--- config.mk ---
export PLATFORM = sky130hd
export DESIGN_NAME = ctr_cycle_regs
export DESIGN_NICKNAME = d
export VERILOG_FILES = /design/src/hdl/ctr_pkg.sv /design/src/hdl/ctr_cycle_regs.sv
export SDC_FILE = /design/constraint.sdc
export NUM_CORES = 1
export LEC_CHECK = 0
export BUFFER_PORTS_ARGS = -buffer_cell sky130_fd_sc_hd__clkbuf_2
export CORE_AREA = 2 2 118 74
export CTS_BUF_LIST = sky130_fd_sc_hd__clkbuf_4 sky130_fd_sc_hd__clkbuf_8 sky130_fd_sc_hd__clkbuf_16
export CTS_CLUSTER_DIAMETER = 30
export DETAILED_ROUTE_END_ITERATION = 12
export DIE_AREA = 0 0 120 76
export PLACE_DENSITY = 0.91
export SLEW_MARGIN = 20
export SYNTH_ARGS = -nofsm -noshare
export SYNTH_HDL_FRONTEND = slang
export SYNTH_SLANG_ARGS = --single-unit
--- constraint.sdc ---
create_clock -name ref_clk -period 2.8 [get_ports ref_clk]
set_input_delay 0.28 -clock ref_clk [delete_from_list [all_inputs] [get_ports ref_clk]]
set_output_delay 0.28 -clock ref_clk [all_outputs]
set_load 0.05 [all_outputs]
--- src/hdl/ctr_pkg.sv ---
// Constants for the cycle timing register block.
// Assumes one 50 MHz clock and single-cycle I/O write/read strobes.
//
// Notes on behaviour
// - Error port holds parity and channel check masks; reads return both error latches.
// - Speed port sets clock rates, clock stop and the lock bit.
// - Speed or stop changes only when unlocked and top data bit is low.
// - Clock stop halts main clocks; timer, coprocessor, keyboard clocks run.
// - Reset clears speed bits 2, 3, 6 and sets bit 7.
// - Write-only NMI mask port; its top bit is set at power-up.
// - Pointer bits 7, 6, 3, 2 select the timing register next loaded.
// - Register 0 delays bus latch strobe 0 to 3 clocks; default 0.
// - Register 1 sets bus latch strobe width 1 to 3 clocks; default 1.
// - Register 3 is narrow memory and all off-board I/O command delay; default 1.
// - Register 4 is wait states for narrow operations; default 4.
// - Register 5 is wait states for wide I/O cycles; default 1.
// - Registers 6 and 7 are wide memory delay and waits; 0 and 1.
// - Register 8 is least wait states before zero-wait may end a cycle.
// - Local board cycles: no memory command delay, waits from registers 9 or 10.
// - Register 12 is local I/O delay; not-ready input stretches the waits.
// - Each wait state lasts two clocks.
// - Fast clock mode may add one wait state for synchronisation.
// - Any write to busy-clear port releases the latched busy output.
// - Write to coprocessor reset port pulses the coprocessor reset.
// - Error port read drives only data bits 6 and 7.
// - Parity latch clears when its mask is disabled then re-enabled.
package ctr_pkg;
    // ========================================================
    // Port addresses
    localparam logic [7:0] ADDR_ERR_CTL  = 8'h61;
    localparam logic [7:0] ADDR_SPEED    = 8'h63;
    localparam logic [7:0] ADDR_NMI_MASK = 8'h70;
    localparam logic [7:0] ADDR_POINTER  = 8'h72;
    localparam logic [7:0] ADDR_TIMING   = 8'h73;
    localparam logic [7:0] ADDR_BSY_CLR  = 8'hF0;
    localparam logic [7:0] ADDR_CP_RST   = 8'hF1;
    // ========================================================
    // Field positions
    localparam int ERR_PAR_DIS_BIT = 2;
    localparam int ERR_CHK_DIS_BIT = 3;
    localparam int ERR_PAR_ST_BIT  = 7;
    localparam int ERR_CHK_ST_BIT  = 6;
    localparam int SPD_LOCK_BIT    = 7;
    localparam int SPD_STOP_BIT    = 6;
    localparam int SPD_CPU_LO      = 2;
    localparam int SPD_CPU_HI      = 3;
    localparam int SPD_DMA_LO      = 0;
    localparam int SPD_DMA_HI      = 1;
    localparam int NMI_DIS_BIT     = 7;
    localparam logic [1:0] CPU_SPEED_FAST = 2'h1;
    // ========================================================
    // Reset values
    localparam logic [7:0] SPEED_RST    = 8'h80;
    localparam logic [7:0] ERR_MASK_RST = 8'h0C;
    localparam logic       NMI_DIS_RST  = 1'b1;
    // ========================================================
    // Timing register indexes and defaults
    localparam int TR_NUM = 13;
    localparam logic [3:0] IX_BL_DLY   = 4'h0;
    localparam logic [3:0] IX_BL_WID   = 4'h1;
    localparam logic [3:0] IX_UNUSED_A = 4'h2;
    localparam logic [3:0] IX_N_CMD    = 4'h3;
    localparam logic [3:0] IX_N_WS     = 4'h4;
    localparam logic [3:0] IX_WIO_WS   = 4'h5;
    localparam logic [3:0] IX_WMEM_CMD = 4'h6;
    localparam logic [3:0] IX_WMEM_WS  = 4'h7;
    localparam logic [3:0] IX_ZW_MIN   = 4'h8;
    localparam logic [3:0] IX_LRD_WS   = 4'h9;
    localparam logic [3:0] IX_LWR_WS   = 4'hA;
    localparam logic [3:0] IX_UNUSED_B = 4'hB;
    localparam logic [3:0] IX_LIO_CMD  = 4'hC;
    localparam logic [3:0] BL_WID_MIN  = 4'h1;
    localparam logic [3:0] TR_MASK2    = 4'h3;
    localparam logic [4*TR_NUM-1:0] TR_RST = {
        4'h1, 4'h0, 4'h1, 4'h1, 4'h0, 4'h1,
        4'h0, 4'h1, 4'h4, 4'h1, 4'h0, 4'h1, 4'h0};
    // ========================================================
    // Timing
    localparam int  CLK_NS        = 20;
    localparam int  CP_RST_NS     = 80;
    localparam int  CP_RST_CYC    = (CP_RST_NS + CLK_NS - 1) / CLK_NS;
    localparam logic [2:0] CP_RST_LEN = 3'(CP_RST_CYC);
    localparam logic [5:0] SYNC_EXTRA = 6'h2;
    typedef enum logic [2:0] {
        CTR_IDLE, CTR_DELAY, CTR_CMD, CTR_HOLD, CTR_DONE
    } ctr_state_e;
endpackage

--- src/hdl/ctr_cycle_regs.sv ---
// Cycle timing register bank with its command timing engine.
// Assumes I/O strobes are single-cycle pulses synchronous to ref_clk.
`timescale 1ns/10ps
`default_nettype none
module ctr_cycle_regs
    import ctr_pkg::*;
(
    input  wire logic       ref_clk,           // 50 MHz clock
    input  wire logic       rst_b,             // Async reset, low
    input  wire logic [7:0] io_addr,           // I/O port address
    input  wire logic [7:0] io_wdata,          // I/O write data
    input  wire logic       io_wr,             // I/O write strobe
    input  wire logic       io_rd,             // I/O read strobe
    output logic      [1:0] rd_data_hi,        // Read data bits 7:6
    output logic            rd_data_oe,        // Drives bits 7:6
    input  wire logic       parity_err,        // Parity fail pulse
    input  wire logic       chan_check,        // Channel check level
    output logic            nmi_out,           // NMI to processor
    output logic      [1:0] cpu_speed_sel,     // Processor clock rate
    output logic      [1:0] dma_speed_sel,     // Transfer clock rate
    output logic            main_clk_en,       // Main clocks running
    output logic            aux_clk_en,        // Timer/copro/kbd clocks
    input  wire logic       copro_busy_b,      // Coprocessor busy, low
    input  wire logic       copro_error_b,     // Coprocessor error, low
    output logic            cpu_busy_out_b,    // Busy to processor
    output logic            copro_reset,       // Coprocessor reset
    input  wire logic       cyc_start,         // Local latch strobe
    input  wire logic       cyc_mem,           // Memory, else I/O
    input  wire logic       cyc_read,          // Read, else write
    input  wire logic       local_board_select,// On-board cycle
    input  wire logic       mem_wide_select,   // 16-bit memory
    input  wire logic       io_wide_select,    // 16-bit I/O
    input  wire logic       zero_wait_request, // Early end request
    input  wire logic       channel_ready,     // Ready, low stretches
    output logic            bus_latch_strobe,  // Bus address latch
    output logic            bus_mem_read,      // Memory read command
    output logic            bus_mem_write,     // Memory write command
    output logic            bus_io_read,       // I/O read command
    output logic            bus_io_write,      // I/O write command
    output logic            cyc_ready          // Cycle end pulse
);
    // ========================================================
    // Decode
    function automatic logic [5:0] ws_clocks(input logic [3:0] ws);
        ws_clocks = {1'b0, ws, 1'b0};
    endfunction

    logic [7:0]  err_mask_reg;
    logic [7:0]  speed_reg;
    logic        nmi_dis_reg;
    logic [3:0]  index_reg;
    logic [3:0]  tr_reg [TR_NUM];
    logic        par_lat_reg;
    logic        chk_lat_reg;
    logic        busy_lat_reg;
    logic [2:0]  cp_cnt_reg;
    logic [1:0]  rd_hi_reg;
    logic        rd_oe_reg;
    ctr_state_e  st_reg;
    ctr_state_e  st_next;
    logic [5:0]  tick_reg;
    logic [5:0]  cnt_reg;
    logic [5:0]  cnt_next;
    logic        read_reg;
    logic        mem_reg;
    logic [5:0]  waited_reg;

    wire wr_err   = io_wr && (io_addr == ADDR_ERR_CTL);
    wire wr_speed = io_wr && (io_addr == ADDR_SPEED);
    wire wr_nmi   = io_wr && (io_addr == ADDR_NMI_MASK);
    wire wr_ptr   = io_wr && (io_addr == ADDR_POINTER);
    wire wr_tr    = io_wr && (io_addr == ADDR_TIMING);
    wire wr_bclr  = io_wr && (io_addr == ADDR_BSY_CLR);
    wire wr_cprst = io_wr && (io_addr == ADDR_CP_RST);
    wire rd_err   = io_rd && (io_addr == ADDR_ERR_CTL);
    wire unlocked = !speed_reg[SPD_LOCK_BIT];
    wire spd_upd  = wr_speed && unlocked && !io_wdata[SPD_LOCK_BIT];
    wire ix_used  = (index_reg < 4'(TR_NUM))
                 && (index_reg != IX_UNUSED_A)
                 && (index_reg != IX_UNUSED_B);
    wire tr_upd   = wr_tr && unlocked && ix_used;
    wire par_dis  = err_mask_reg[ERR_PAR_DIS_BIT];
    wire chk_dis  = err_mask_reg[ERR_CHK_DIS_BIT];
    wire par_rean = wr_err && par_dis && !io_wdata[ERR_PAR_DIS_BIT];
    wire chk_rean = wr_err && chk_dis && !io_wdata[ERR_CHK_DIS_BIT];
    wire cp_err   = !copro_error_b && !copro_busy_b;

    // ========================================================
    // Software registers
    always_ff @(posedge ref_clk or negedge rst_b) begin
        if (!rst_b) begin
            err_mask_reg <= ERR_MASK_RST;
            speed_reg    <= SPEED_RST;
            nmi_dis_reg  <= NMI_DIS_RST;
            index_reg    <= IX_BL_DLY;
        end else begin
            if (wr_err)
                err_mask_reg <= io_wdata;
            if (spd_upd)
                speed_reg <= io_wdata;
            else if (wr_speed)
                speed_reg[SPD_LOCK_BIT] <= io_wdata[SPD_LOCK_BIT];
            if (wr_nmi)
                nmi_dis_reg <= io_wdata[NMI_DIS_BIT];
            if (wr_ptr)
                index_reg <= {io_wdata[7:6], io_wdata[3:2]};
        end
    end

    always_ff @(posedge ref_clk or negedge rst_b) begin
        if (!rst_b) begin
            for (int i = 0; i < TR_NUM; i++)
                tr_reg[i] <= TR_RST[4*i +: 4];
        end else if (tr_upd) begin
            tr_reg[index_reg] <= io_wdata[3:0];
        end
    end

    // ========================================================
    // Error latches, coprocessor busy and reset
    always_ff @(posedge ref_clk or negedge rst_b) begin
        if (!rst_b) begin
            par_lat_reg  <= 1'b0;
            chk_lat_reg  <= 1'b0;
            busy_lat_reg <= 1'b0;
            cp_cnt_reg   <= '0;
            rd_hi_reg    <= '0;
            rd_oe_reg    <= 1'b0;
        end else begin
            // Set wins over the re-enable clear
            if (parity_err)
                par_lat_reg <= 1'b1;
            else if (par_rean)
                par_lat_reg <= 1'b0;
            if (chan_check)
                chk_lat_reg <= 1'b1;
            else if (chk_rean)
                chk_lat_reg <= 1'b0;
            if (cp_err)
                busy_lat_reg <= 1'b1;
            else if (wr_bclr || copro_reset)
                busy_lat_reg <= 1'b0;
            if (wr_cprst)
                cp_cnt_reg <= CP_RST_LEN;
            else if (cp_cnt_reg != '0)
                cp_cnt_reg <= cp_cnt_reg - 3'h1;
            rd_oe_reg <= rd_err;
            rd_hi_reg <= {par_lat_reg, chk_lat_reg};
        end
    end

    assign rd_data_hi     = rd_hi_reg;
    assign rd_data_oe     = rd_oe_reg;
    assign nmi_out        = !nmi_dis_reg
                          && ((par_lat_reg && !par_dis)
                          ||  (chk_lat_reg && !chk_dis));
    assign cpu_busy_out_b = copro_busy_b && !busy_lat_reg;
    assign copro_reset    = (cp_cnt_reg != '0);
    assign cpu_speed_sel  = speed_reg[SPD_CPU_HI:SPD_CPU_LO];
    assign dma_speed_sel  = speed_reg[SPD_DMA_HI:SPD_DMA_LO];
    assign main_clk_en    = !speed_reg[SPD_STOP_BIT];
    assign aux_clk_en     = 1'b1;

    // ========================================================
    // Cycle class selection
    wire lcl     = local_board_select;
    wire w_mem   = cyc_mem && mem_wide_select;
    wire w_io    = !cyc_mem && io_wide_select;
    wire fast    = (cpu_speed_sel == CPU_SPEED_FAST);
    wire [3:0] lcl_ws  = cyc_read ? tr_reg[IX_LRD_WS]
                                  : tr_reg[IX_LWR_WS];
    wire [3:0] sel_dly = lcl ? (cyc_mem ? 4'h0
                                        : tr_reg[IX_LIO_CMD])
                       : w_mem ? tr_reg[IX_WMEM_CMD]
                       : tr_reg[IX_N_CMD];
    wire [3:0] sel_ws  = lcl   ? lcl_ws
                       : w_mem ? tr_reg[IX_WMEM_WS]
                       : w_io  ? tr_reg[IX_WIO_WS]
                       : tr_reg[IX_N_WS];
    wire [5:0] sel_wait = ws_clocks(sel_ws)
                        + (fast ? SYNC_EXTRA : 6'h0);
    wire [5:0] zw_min   = ws_clocks(tr_reg[IX_ZW_MIN]);
    wire [5:0] bl_dly   = {2'b00, tr_reg[IX_BL_DLY] & TR_MASK2};
    wire [3:0] bl_w4    = tr_reg[IX_BL_WID] & TR_MASK2;
    wire [5:0] bl_wid   = {2'b00, (bl_w4 < BL_WID_MIN) ? BL_WID_MIN
                                                        : bl_w4};

    // ========================================================
    // Command timing engine
    wire zw_end = zero_wait_request && (waited_reg >= zw_min);
    always_comb begin
        st_next  = st_reg;
        cnt_next = cnt_reg;
        case (st_reg)
            CTR_IDLE: begin
                cnt_next = 6'h0;
                if (cyc_start) begin
                    st_next  = (sel_dly == 4'h0) ? CTR_CMD : CTR_DELAY;
                    cnt_next = {2'b00, sel_dly};
                    if (sel_dly == 4'h0)
                        cnt_next = sel_wait;
                end
            end
            CTR_DELAY: begin
                cnt_next = cnt_reg - 6'h1;
                if (cnt_reg == 6'h1) begin
                    st_next  = CTR_CMD;
                    cnt_next = sel_wait;
                end
            end
            CTR_CMD: begin
                if (cnt_reg != 6'h0)
                    cnt_next = cnt_reg - 6'h1;
                if (zw_end || cnt_reg == 6'h0)
                    st_next = CTR_HOLD;
            end
            CTR_HOLD: begin
                if (channel_ready)
                    st_next = CTR_DONE;
            end
            CTR_DONE: begin
                st_next = CTR_IDLE;
            end
            default: begin
                st_next = CTR_IDLE;
            end
        endcase
    end

    always_ff @(posedge ref_clk or negedge rst_b) begin
        if (!rst_b) begin
            st_reg   <= CTR_IDLE;
            cnt_reg  <= '0;
            tick_reg <= '0;
            read_reg <= 1'b0;
            mem_reg  <= 1'b0;
            waited_reg <= '0;
        end else begin
            st_reg  <= st_next;
            cnt_reg <= cnt_next;
            if (st_reg == CTR_IDLE) begin
                tick_reg <= '0;
                read_reg <= cyc_read;
                mem_reg  <= cyc_mem;
            end else if (tick_reg != 6'h3F) begin
                tick_reg <= tick_reg + 6'h1;
            end
            if (st_reg != CTR_CMD)
                waited_reg <= '0;
            else if (waited_reg != 6'h3F)
                waited_reg <= waited_reg + 6'h1;
        end
    end

    wire busy_cyc = (st_reg != CTR_IDLE);
    wire cmd_on   = (st_reg == CTR_CMD) || (st_reg == CTR_HOLD);
    assign bus_latch_strobe = busy_cyc && (tick_reg >= bl_dly)
                           && (tick_reg < bl_dly + bl_wid);
    assign bus_mem_read  = cmd_on &&  mem_reg &&  read_reg;
    assign bus_mem_write = cmd_on &&  mem_reg && !read_reg;
    assign bus_io_read   = cmd_on && !mem_reg &&  read_reg;
    assign bus_io_write  = cmd_on && !mem_reg && !read_reg;
    assign cyc_ready     = (st_reg == CTR_DONE);
endmodule
`default_nettype wire

==> impl_metrics.toml, run 1 <==
[cells_and_area]
fin_nets = 514
mostFrequentLayoutCell = "dfrtp_1"
drive_gt1_frac = 0.279
n_antenna_cell = 0
synthToLayoutAreaGrowth_pct = 12.8
largest_register_ffs = 36
final_cell_area_mm2 = 0.00528
final_cell_mix = "73 x dfrtp_1, 44 x clkbuf_2, 37 x mux2_2"

[global_routing]
groute.usage.overall = 0.244
antenna_found_initial = 0
grt_pass1_vias = 3454
grt_first_pass_wirelength_um = 17300
grt-ovfl-total = 0
globalRoute.busiestLayer = "met2"
grt_use_met1 = 0.327
grt_max_degree = 86
use_met3 = 0.0749
grtUsageMet2 = 0.390

[power_and_ir_drop]
peakVddDrop_mv = 0.500
p_per_area_mw_per_mm2 = 761
p_leak_nw = 2.44
power_mw = 4.02

[timing]
fin_ws_ns = 0.00159
max_slew.worst_pin.slew_ns = 0.766
rsz0062_at_grt = "true"
period_minus_slack_ns = 2.80
fin_skew_ns = 0.00726
drv_slew = 0
period_share = 0.999
slew_headroom = 0.489
fin_hold_ws_ns = -0.0169
setup_viol = 0
hold_viol = 15
max_freq_mhz = 357

[place]
port_buffers = 46
placed_area_mm2 = 0.00498
place.gp.congestion = 0.909
place_ws_ns = 0.220
dp_hpwl_um = 7550

[die]
die_x_um = 120
core.rowCount = 26
die_h_um = 76
start_util = 0.573
fp.dieArea_mm2 = 0.00912
io-pin-count = 50
coreArea_mm2 = 0.00817

[setup_path]
start_kind = "register"
cp.arrival_ns = 2.52
crit_type = "reg2out"
worst-r2r-cell-count = 5
reg2reg_to = "tr_reg[37]$_DFFE_PN0P_"
r2r_slack_ns = 0.37
crit_path_max_fanout = 2
crit_required_ns = 2.52
timing.rr.start = "index_reg[0]$_DFFE_PN0P_"
worstSetupEndpointType = "primary output"

[clocking]
cts_tree = "done"
clock-sinks = 85
clockRootBuffer = "clkbuf_16"
htreeDepth = 3
clkTransAtPathRegs_ns = 0.06
clockBufferDepth = 2
cts_buffers = 9
post_cts_buffers = 0
clock_latency_ns = 0.34

[logic_synthesis]
async_flop_share = 1.00
synth_cells = 426
seq_area_frac_synth = 0.458
synth_edf_count = 0
syn_area_per_cell_um2 = 11.0
syn_area_mm2 = 0.00468
synth_cell_types = 67
yosys_warnings = 0
synth_nets = 476
ys.flop_type = "dfrtp_1"
synth-seq-cells = 85

[run]
drv_cap = 0

[worst_hold_path]
min_path_type = "in2async"

[routing]
detail_route.vias_per_cell = 6.01
vias = 3491
first_pass_iters = 5
drtIter0Drc = 314
totalWireLength_um = 10400
avgRoutedWirePerCell_um = 17.9
drc = 0
antenna_left = 0

[status]
status = "finished with violations"
violations = "hold timing"
report_power, final:
group | internal (mW) | switching, mW | total, mW | leakage [nW]
Sequential | 1.38 | 0.210 | 1.59 | 1.09
Clock | 0.668 | 0.474 | 1.14 | 0.139
Combinational | 0.497 | 0.784 | 1.28 | 1.21
cells by family (layout without fill, tap and decap cells):
logic type | after synthesis | in the layout | share of synthesized area
buffers and inverters | 38 | 81 | 0.0364
AO/OA/AOI/OAI | 64 | 64 | 0.0977
AND/OR/NAND/NOR | 139 | 139 | 0.170
multiplexers | 72 | 72 | 0.170
adder cells (fa/ha/maj) | 19 | 19 | 0.0522
other | 1 | 1 | 0.000802
XOR/XNOR | 8 | 8 | 0.0150
flip-flops | 85 | 85 | 0.458
worst max path at each step:
stage	cells past startpoint	startpoint	endpoint	slack, ns
6_report	8	bl_w4[0]$_DFFE_PN1P_	bus_latch_strobe	0.002
5_1_grt	8	bl_w4[0]$_DFFE_PN1P_	bus_latch_strobe	-0.10
4_1_cts	8	bl_w4[0]$_DFFE_PN1P_	bus_latch_strobe	-0.03
3_5_place_dp	8	bl_w4[0]$_DFFE_PN1P_	bus_latch_strobe	0.22
3_3_place_gp	8	bl_w4[0]$_DFFE_PN1P_	bus_latch_strobe	0.26
2_1_floorplan	7	bl_w4[0]$_DFFE_PN1P_	bus_latch_strobe	0.17
cell usage after synthesis, types with 3 or more instances:
cell type | number | area share
mux2_1 | 21 | 0.051
nand4b_1 | 5 | 0.0094
xnor2_1 | 7 | 0.013
a211oi_1 | 4 | 0.0064
nand2b_1 | 10 | 0.013
dfstp_2 | 12 | 0.067
nand4_1 | 3 | 0.0040
a21oi_1 | 15 | 0.016
dfrtp_1 | 73 | 0.39
clkbuf_1 | 9 | 0.0072
o211ai_1 | 4 | 0.0064
nand3b_1 | 7 | 0.011
inv_1 | 17 | 0.014
o21ai_0 | 9 | 0.0096
nand2_1 | 20 | 0.016
or3b_2 | 3 | 0.0056
ha_1 | 17 | 0.045
nor3_1 | 14 | 0.015
nor2b_1 | 9 | 0.012
mux2i_1 | 14 | 0.030
a31oi_1 | 5 | 0.0067
nor3b_1 | 5 | 0.0080
buf_2 | 7 | 0.0075
nor2_1 | 30 | 0.024
nand3_1 | 11 | 0.012
buf_4 | 5 | 0.0080
mux2_2 | 37 | 0.089
a21o_1 | 4 | 0.0064
and3_1 | 5 | 0.0067
cell type report:
| type | count | area (um^2) |
|---|---|---|
| inverters | 17 | 63.8 |
| flip-flops and latches | 85 | 2140 |
| fillers | 608 | 2890 |
| multi-input cells | 303 | 2380 |
| clock inverters | 3 | 20.0 |
| repair buffers | 48 | 260 |
| well taps | 112 | 140 |
| clock buffers | 13 | 268 |
stage by stage:
stage           util  TNS (ns)  cells
4_1_cts        0.646   -0.0282    581
3_5_place_dp   0.609         0    565
6_report       0.646         0    581
3_3_place_gp   0.609         0    565
2_1_floorplan      -         0    426
5_1_grt        0.646    -0.100    581
timing repair:
action                                  4_1_cts  5_1_grt
hold buffers                                  0        0
endpoints found under the setup margin        1        1
pin swaps                                     1        0
gates resized for setup                       2        0
layer usage:
| layer | vias to the layer above | routed length (um) |
|---|---|---|
| met4 | 0 | 169 |
| met5 | - | 0 |
| met3 | 17 | 713 |
| li1 | 1629 | - |
| met2 | 121 | 4910 |
| met1 | 1724 | 4600 |
worst max-delay path: stages (launching register included):
cell and delay [ns]:
dfstp_2 0.36, nand2b_1 0.13, ha_1 0.19, fa_1 0.48, inv_1 0.04, ha_1 0.26, a21o_1 0.18, a2111oi_4 0.29
clkbuf_8 0.24
Note: power is estimated with default switching activity, not from simulation.
==> inputs of run 2 (changes only) <==
CELL_PAD_IN_SITES_DETAIL_PLACEMENT = 0   (was not set)
CELL_PAD_IN_SITES_GLOBAL_PLACEMENT = 1   (was not set)
CORE_AREA = 2 2 132 83   (was 2 2 118 74)
DIE_AREA = 0 0 134 85   (was 0 0 120 76)
PLACE_DENSITY = 0.8   (was 0.91)
==> impl_metrics.toml, run 2 (synthesis gave the netlist of run 1 again) <==
[status]
status = "finished with violations"
violations = "setup timing"

[timing]
slew_headroom = 0.505
period_minus_slack_ns = 2.86
period_share = 1.02
fin_tns_setup_ns = -0.0582
rsz0062_at_grt = "true"
max_slew.worst_pin.slew_ns = 0.737
max_freq_mhz = 350
drv_slew = 0
fin_hold_ws_ns = 0.111
hold_viol = 0
setup_viol = 1
fin_ws_ns = -0.0582
fin_skew_ns = 0.00693

[setup_path]
crit_type = "reg2out"
worst-r2r-cell-count = 5
worstSetupEndpointType = "primary output"
crit_required_ns = 2.52
start_kind = "register"
crit_path_max_fanout = 2
cp.arrival_ns = 2.58

[die]
coreArea_mm2 = 0.0102
die_h_um = 85
core.rowCount = 29
fp.dieArea_mm2 = 0.0114
die_x_um = 134
start_util = 0.459
io-pin-count = 50

[clocking]
post_cts_buffers = 0
clockBufferDepth = 2
cts_buffers = 9
clock_latency_ns = 0.35
htreeDepth = 3
cts_tree = "done"
clock-sinks = 85
clkTransAtPathRegs_ns = 0.06
clockRootBuffer = "clkbuf_16"

[routing]
totalWireLength_um = 10300
vias = 3399
drtIter0Drc = 185
detail_route.vias_per_cell = 5.57
first_pass_iters = 5
avgRoutedWirePerCell_um = 16.9
drc = 0
antenna_left = 0

[cells_and_area]
fin_nets = 516
drive_gt1_frac = 0.287
final_cell_area_mm2 = 0.00544
synthToLayoutAreaGrowth_pct = 16.4
fin_util = 0.534
largest_register_ffs = 36
n_antenna_cell = 0
mostFrequentLayoutCell = "dfrtp_1"
final_cell_mix = "72 x dfrtp_1, 44 x clkbuf_2, 37 x mux2_2"

[global_routing]
grt_pass1_vias = 3341
grt_first_pass_wirelength_um = 16800
antenna_found_initial = 0
grt_max_degree = 44
groute.usage.overall = 0.191
grt-ovfl-total = 0

[power_and_ir_drop]
peakVddDrop_mv = 0.430
p_per_area_mw_per_mm2 = 801
p_leak_nw = 2.50

[place]
placed_area_mm2 = 0.00503
dp_hpwl_um = 7430
place.gp.congestion = 0.810
port_buffers = 46

[worst_hold_path]
min_path_type = "in2reg"
hold-path-cell-count = 2

[run]
drv_cap = 0
-- run 2: metrics by stage --
step                      total power [mW]  std cells  worst slack, ns
final                                 4.36        610          -0.0582
after global routing                  4.60        610           -0.144
after CTS                             4.39        610          -0.0668
after detailed placement              2.85        593            0.165
after global placement                2.82        593            0.241
after floorplan                       2.51        426            0.174
-- run 2: worst paths after layout --
check / startpoint / end / slack [ns]
max reg2reg: index_reg[0]$_DFFE_PN0P_ / tr_reg[37]$_DFFE_PN0P_ / 0.44
min: copro_error_b / busy_lat_reg$_DFFE_PN0P_ / 0.11
min reg2reg: par_lat_reg$_DFFE_PN0P_ / rd_data_hi[1]$_DFF_PN0_ / 0.41
max: bl_w4[0]$_DFFE_PN1P_ / bus_latch_strobe / -0.06
max in group asynchronous: rst_b / tr_reg[28]$_DFFE_PN1P_ / 1.63
min in group asynchronous: rst_b / st_reg[2]$_DFFE_PN0P_ / 0.48
-- run 2: routing by layer --
| layer | share of wire | track usage |
|---|---|---|
| met5 | 0 | 0 |
| met1 | 0.51 | 0.279 |
| met3 | 0.039 | 0.0532 |
| met2 | 0.44 | 0.283 |
| met4 | 0.0092 | 0.0445 |
-- run 2: repair_timing --
item,4_1_cts,5_1_grt
endpoints found under the setup margin,1,1
hold buffers,1,0
hold endpoints to repair,39,0
gates resized for setup,5,1
pin swaps,2,0
-- run 2: power breakdown --
group,switching [mW],internal [mW]
sequential,0.184,1.38
clock,0.504,0.986
combinational,0.799,0.506
total,1.49,2.87
-- run 2: worst max-delay path, cell delays in order, from the launching register on --
cell	delay, ns
dfstp_2	0.52
nand2b_4	0.13
ha_4	0.13
fa_1	0.40
inv_1	0.06
ha_1	0.22
a21o_1	0.21
a2111oi_4	0.31
clkbuf_8	0.25
-- run 2: cell type report --
type | instances | area (um^2)
inverter | 17 | 63.8
multi-input combinational | 303 | 2400
sequential | 85 | 2140
clock buffer | 10 | 239
clock inverter | 6 | 134
fill | 901 | 4750
timing repair buffer | 50 | 287
tap | 139 | 174
==> inputs of run 3 (changes only) <==
CORE_AREA = 2 2 127 80   (was 2 2 132 83)
DIE_AREA = 0 0 129 82   (was 0 0 134 85)
PLACE_DENSITY = 0.85   (was 0.8)
clock period = 3.7 ns   (was 2.8 ns; I/O delays follow)
==> impl_metrics.toml, run 3 (synthesis gave the netlist of run 1 again) <==
[die]
coreArea_mm2 = 0.00949
core.rowCount = 28
fp.dieArea_mm2 = 0.0106
start_util = 0.492
io-pin-count = 50
die_x_um = 129
die_h_um = 82

[timing]
setup_viol = 0
fin_ws_ns = 0.661
fin_tns_setup_ns = 0
fin_skew_ns = 0.00847
slew_headroom = 0.389
period_share = 0.821
max_freq_mhz = 329
hold_viol = 0
period_minus_slack_ns = 3.04
drv_slew = 0
max_slew.worst_pin.slew_ns = 0.917
rsz0062_at_grt = "false"

[place]
port_buffers = 46
place.gp.congestion = 0.877
dp_hpwl_um = 7070
place_ws_ns = 1.01

[clocking]
post_cts_buffers = 0
clockBufferDepth = 2
htreeDepth = 3
cts_tree = "done"
clock-sinks = 85
ctsResizeCount = 0
clkTransAtPathRegs_ns = 0.06
ctsHoldBuffers = 0
clockRootBuffer = "clkbuf_16"
cts_buffers = 9
clock_latency_ns = 0.34

[global_routing]
grt_pass1_vias = 3175
grt_max_degree = 74
antenna_found_initial = 0
grt_first_pass_wirelength_um = 15800
groute.usage.overall = 0.196
grt-ovfl-total = 0

[setup_path]
cp.arrival_ns = 2.67
start_kind = "register"
crit_required_ns = 3.33
crit_type = "reg2out"
crit_path_max_fanout = 2
worstSetupEndpointType = "primary output"

[routing]
vias = 3337
antenna_left = 0
first_pass_iters = 4
drc = 0
totalWireLength_um = 9670
avgRoutedWirePerCell_um = 16.0
drtIter0Drc = 223
detail_route.vias_per_cell = 5.52

[cells_and_area]
final_cell_mix = "73 x dfrtp_1, 45 x clkbuf_2, 37 x mux2_2"
fin_nets = 514
num-fill-cells = 799
fin_util = 0.560
largest_register_ffs = 36
synthToLayoutAreaGrowth_pct = 13.7
mostFrequentLayoutCell = "dfrtp_1"
drive_gt1_frac = 0.279

[power_and_ir_drop]
p_leak_nw = 2.46
p_per_area_mw_per_mm2 = 578
peakVddDrop_mv = 0.349
power_mw = 3.07

[worst_hold_path]
min_path_type = "in2async"

[run]
drv_cap = 0

[status]
status = "completed"
run 3: metrics by stage:
| step | cell area, um^2 | instances | hold WS, ns |
|---|---|---|---|
| after floorplan | 4680 | 426 | 0.0744 |
| after global placement | 4990 | 588 | 0.388 |
| after detailed placement | 4990 | 588 | 0.402 |
| after CTS | 5310 | 604 | 0.202 |
| after global routing | 5310 | 604 | 0.220 |
| final | 5320 | 605 | 0.151 |
run 3: power breakdown:
part           internal (mW)  switching (mW)
sequential              1.05           0.152
clock                  0.613           0.346
combinational          0.351           0.566
run 3: per-layer routing:
layer / share of wire / routed length [um] / track usage / up-vias
met5: 0 / 0 / 0 / -
met4: 0.0068 / 66 / 0.0598 / 0
met3: 0.030 / 294 / 0.0391 / 5
met2: 0.45 / 4330 / 0.297 / 58
met1: 0.51 / 4980 / 0.286 / 1660
li1: - / - / - / 1614
run 3: final cells by class:
type / count / area [um^2] / area share
timing repair buffer: 48 / 248 / 0.0466
multi-input combinational: 303 / 2370 / 0.446
sequential: 85 / 2140 / 0.403
clock inverter: 4 / 72.6 / 0.0137
tap: 135 / 169 / 0.0318
clock buffer: 12 / 248 / 0.0466
inverter: 17 / 63.8 / 0.0120
antenna: 1 / 2.50 / 0.000471
run 3: final timing paths:
check / from / to / slack (ns) / cells past startpoint
worst max register to register: index_reg[0]$_DFFE_PN0P_ / tr_reg[39]$_DFFE_PN0P_ / 1.34 / 5
max in group asynchronous: rst_b / bl_w4[0]$_DFFE_PN1P_ / 2.72 / 2
worst min register to register: par_lat_reg$_DFFE_PN0P_ / rd_data_hi[1]$_DFF_PN0_ / 0.41 / 0
min in group ref_clk: parity_err / par_lat_reg$_DFFE_PN0P_ / 0.21 / 2
worst min-delay path: rst_b / cnt_reg[0]$_DFFE_PN0P_ / 0.15 / 1
worst max-delay path: bl_w4[0]$_DFFE_PN1P_ / bus_latch_strobe / 0.66 / 8
run 3: critical path: stages, from the launching register on:
cell and delay (ns):
dfstp_2 0.36, nand2b_1 0.13, ha_1 0.19, fa_1 0.49
inv_1 0.04, ha_1 0.26, a21o_1 0.17, a2111oi_2 0.36
clkbuf_2 0.33
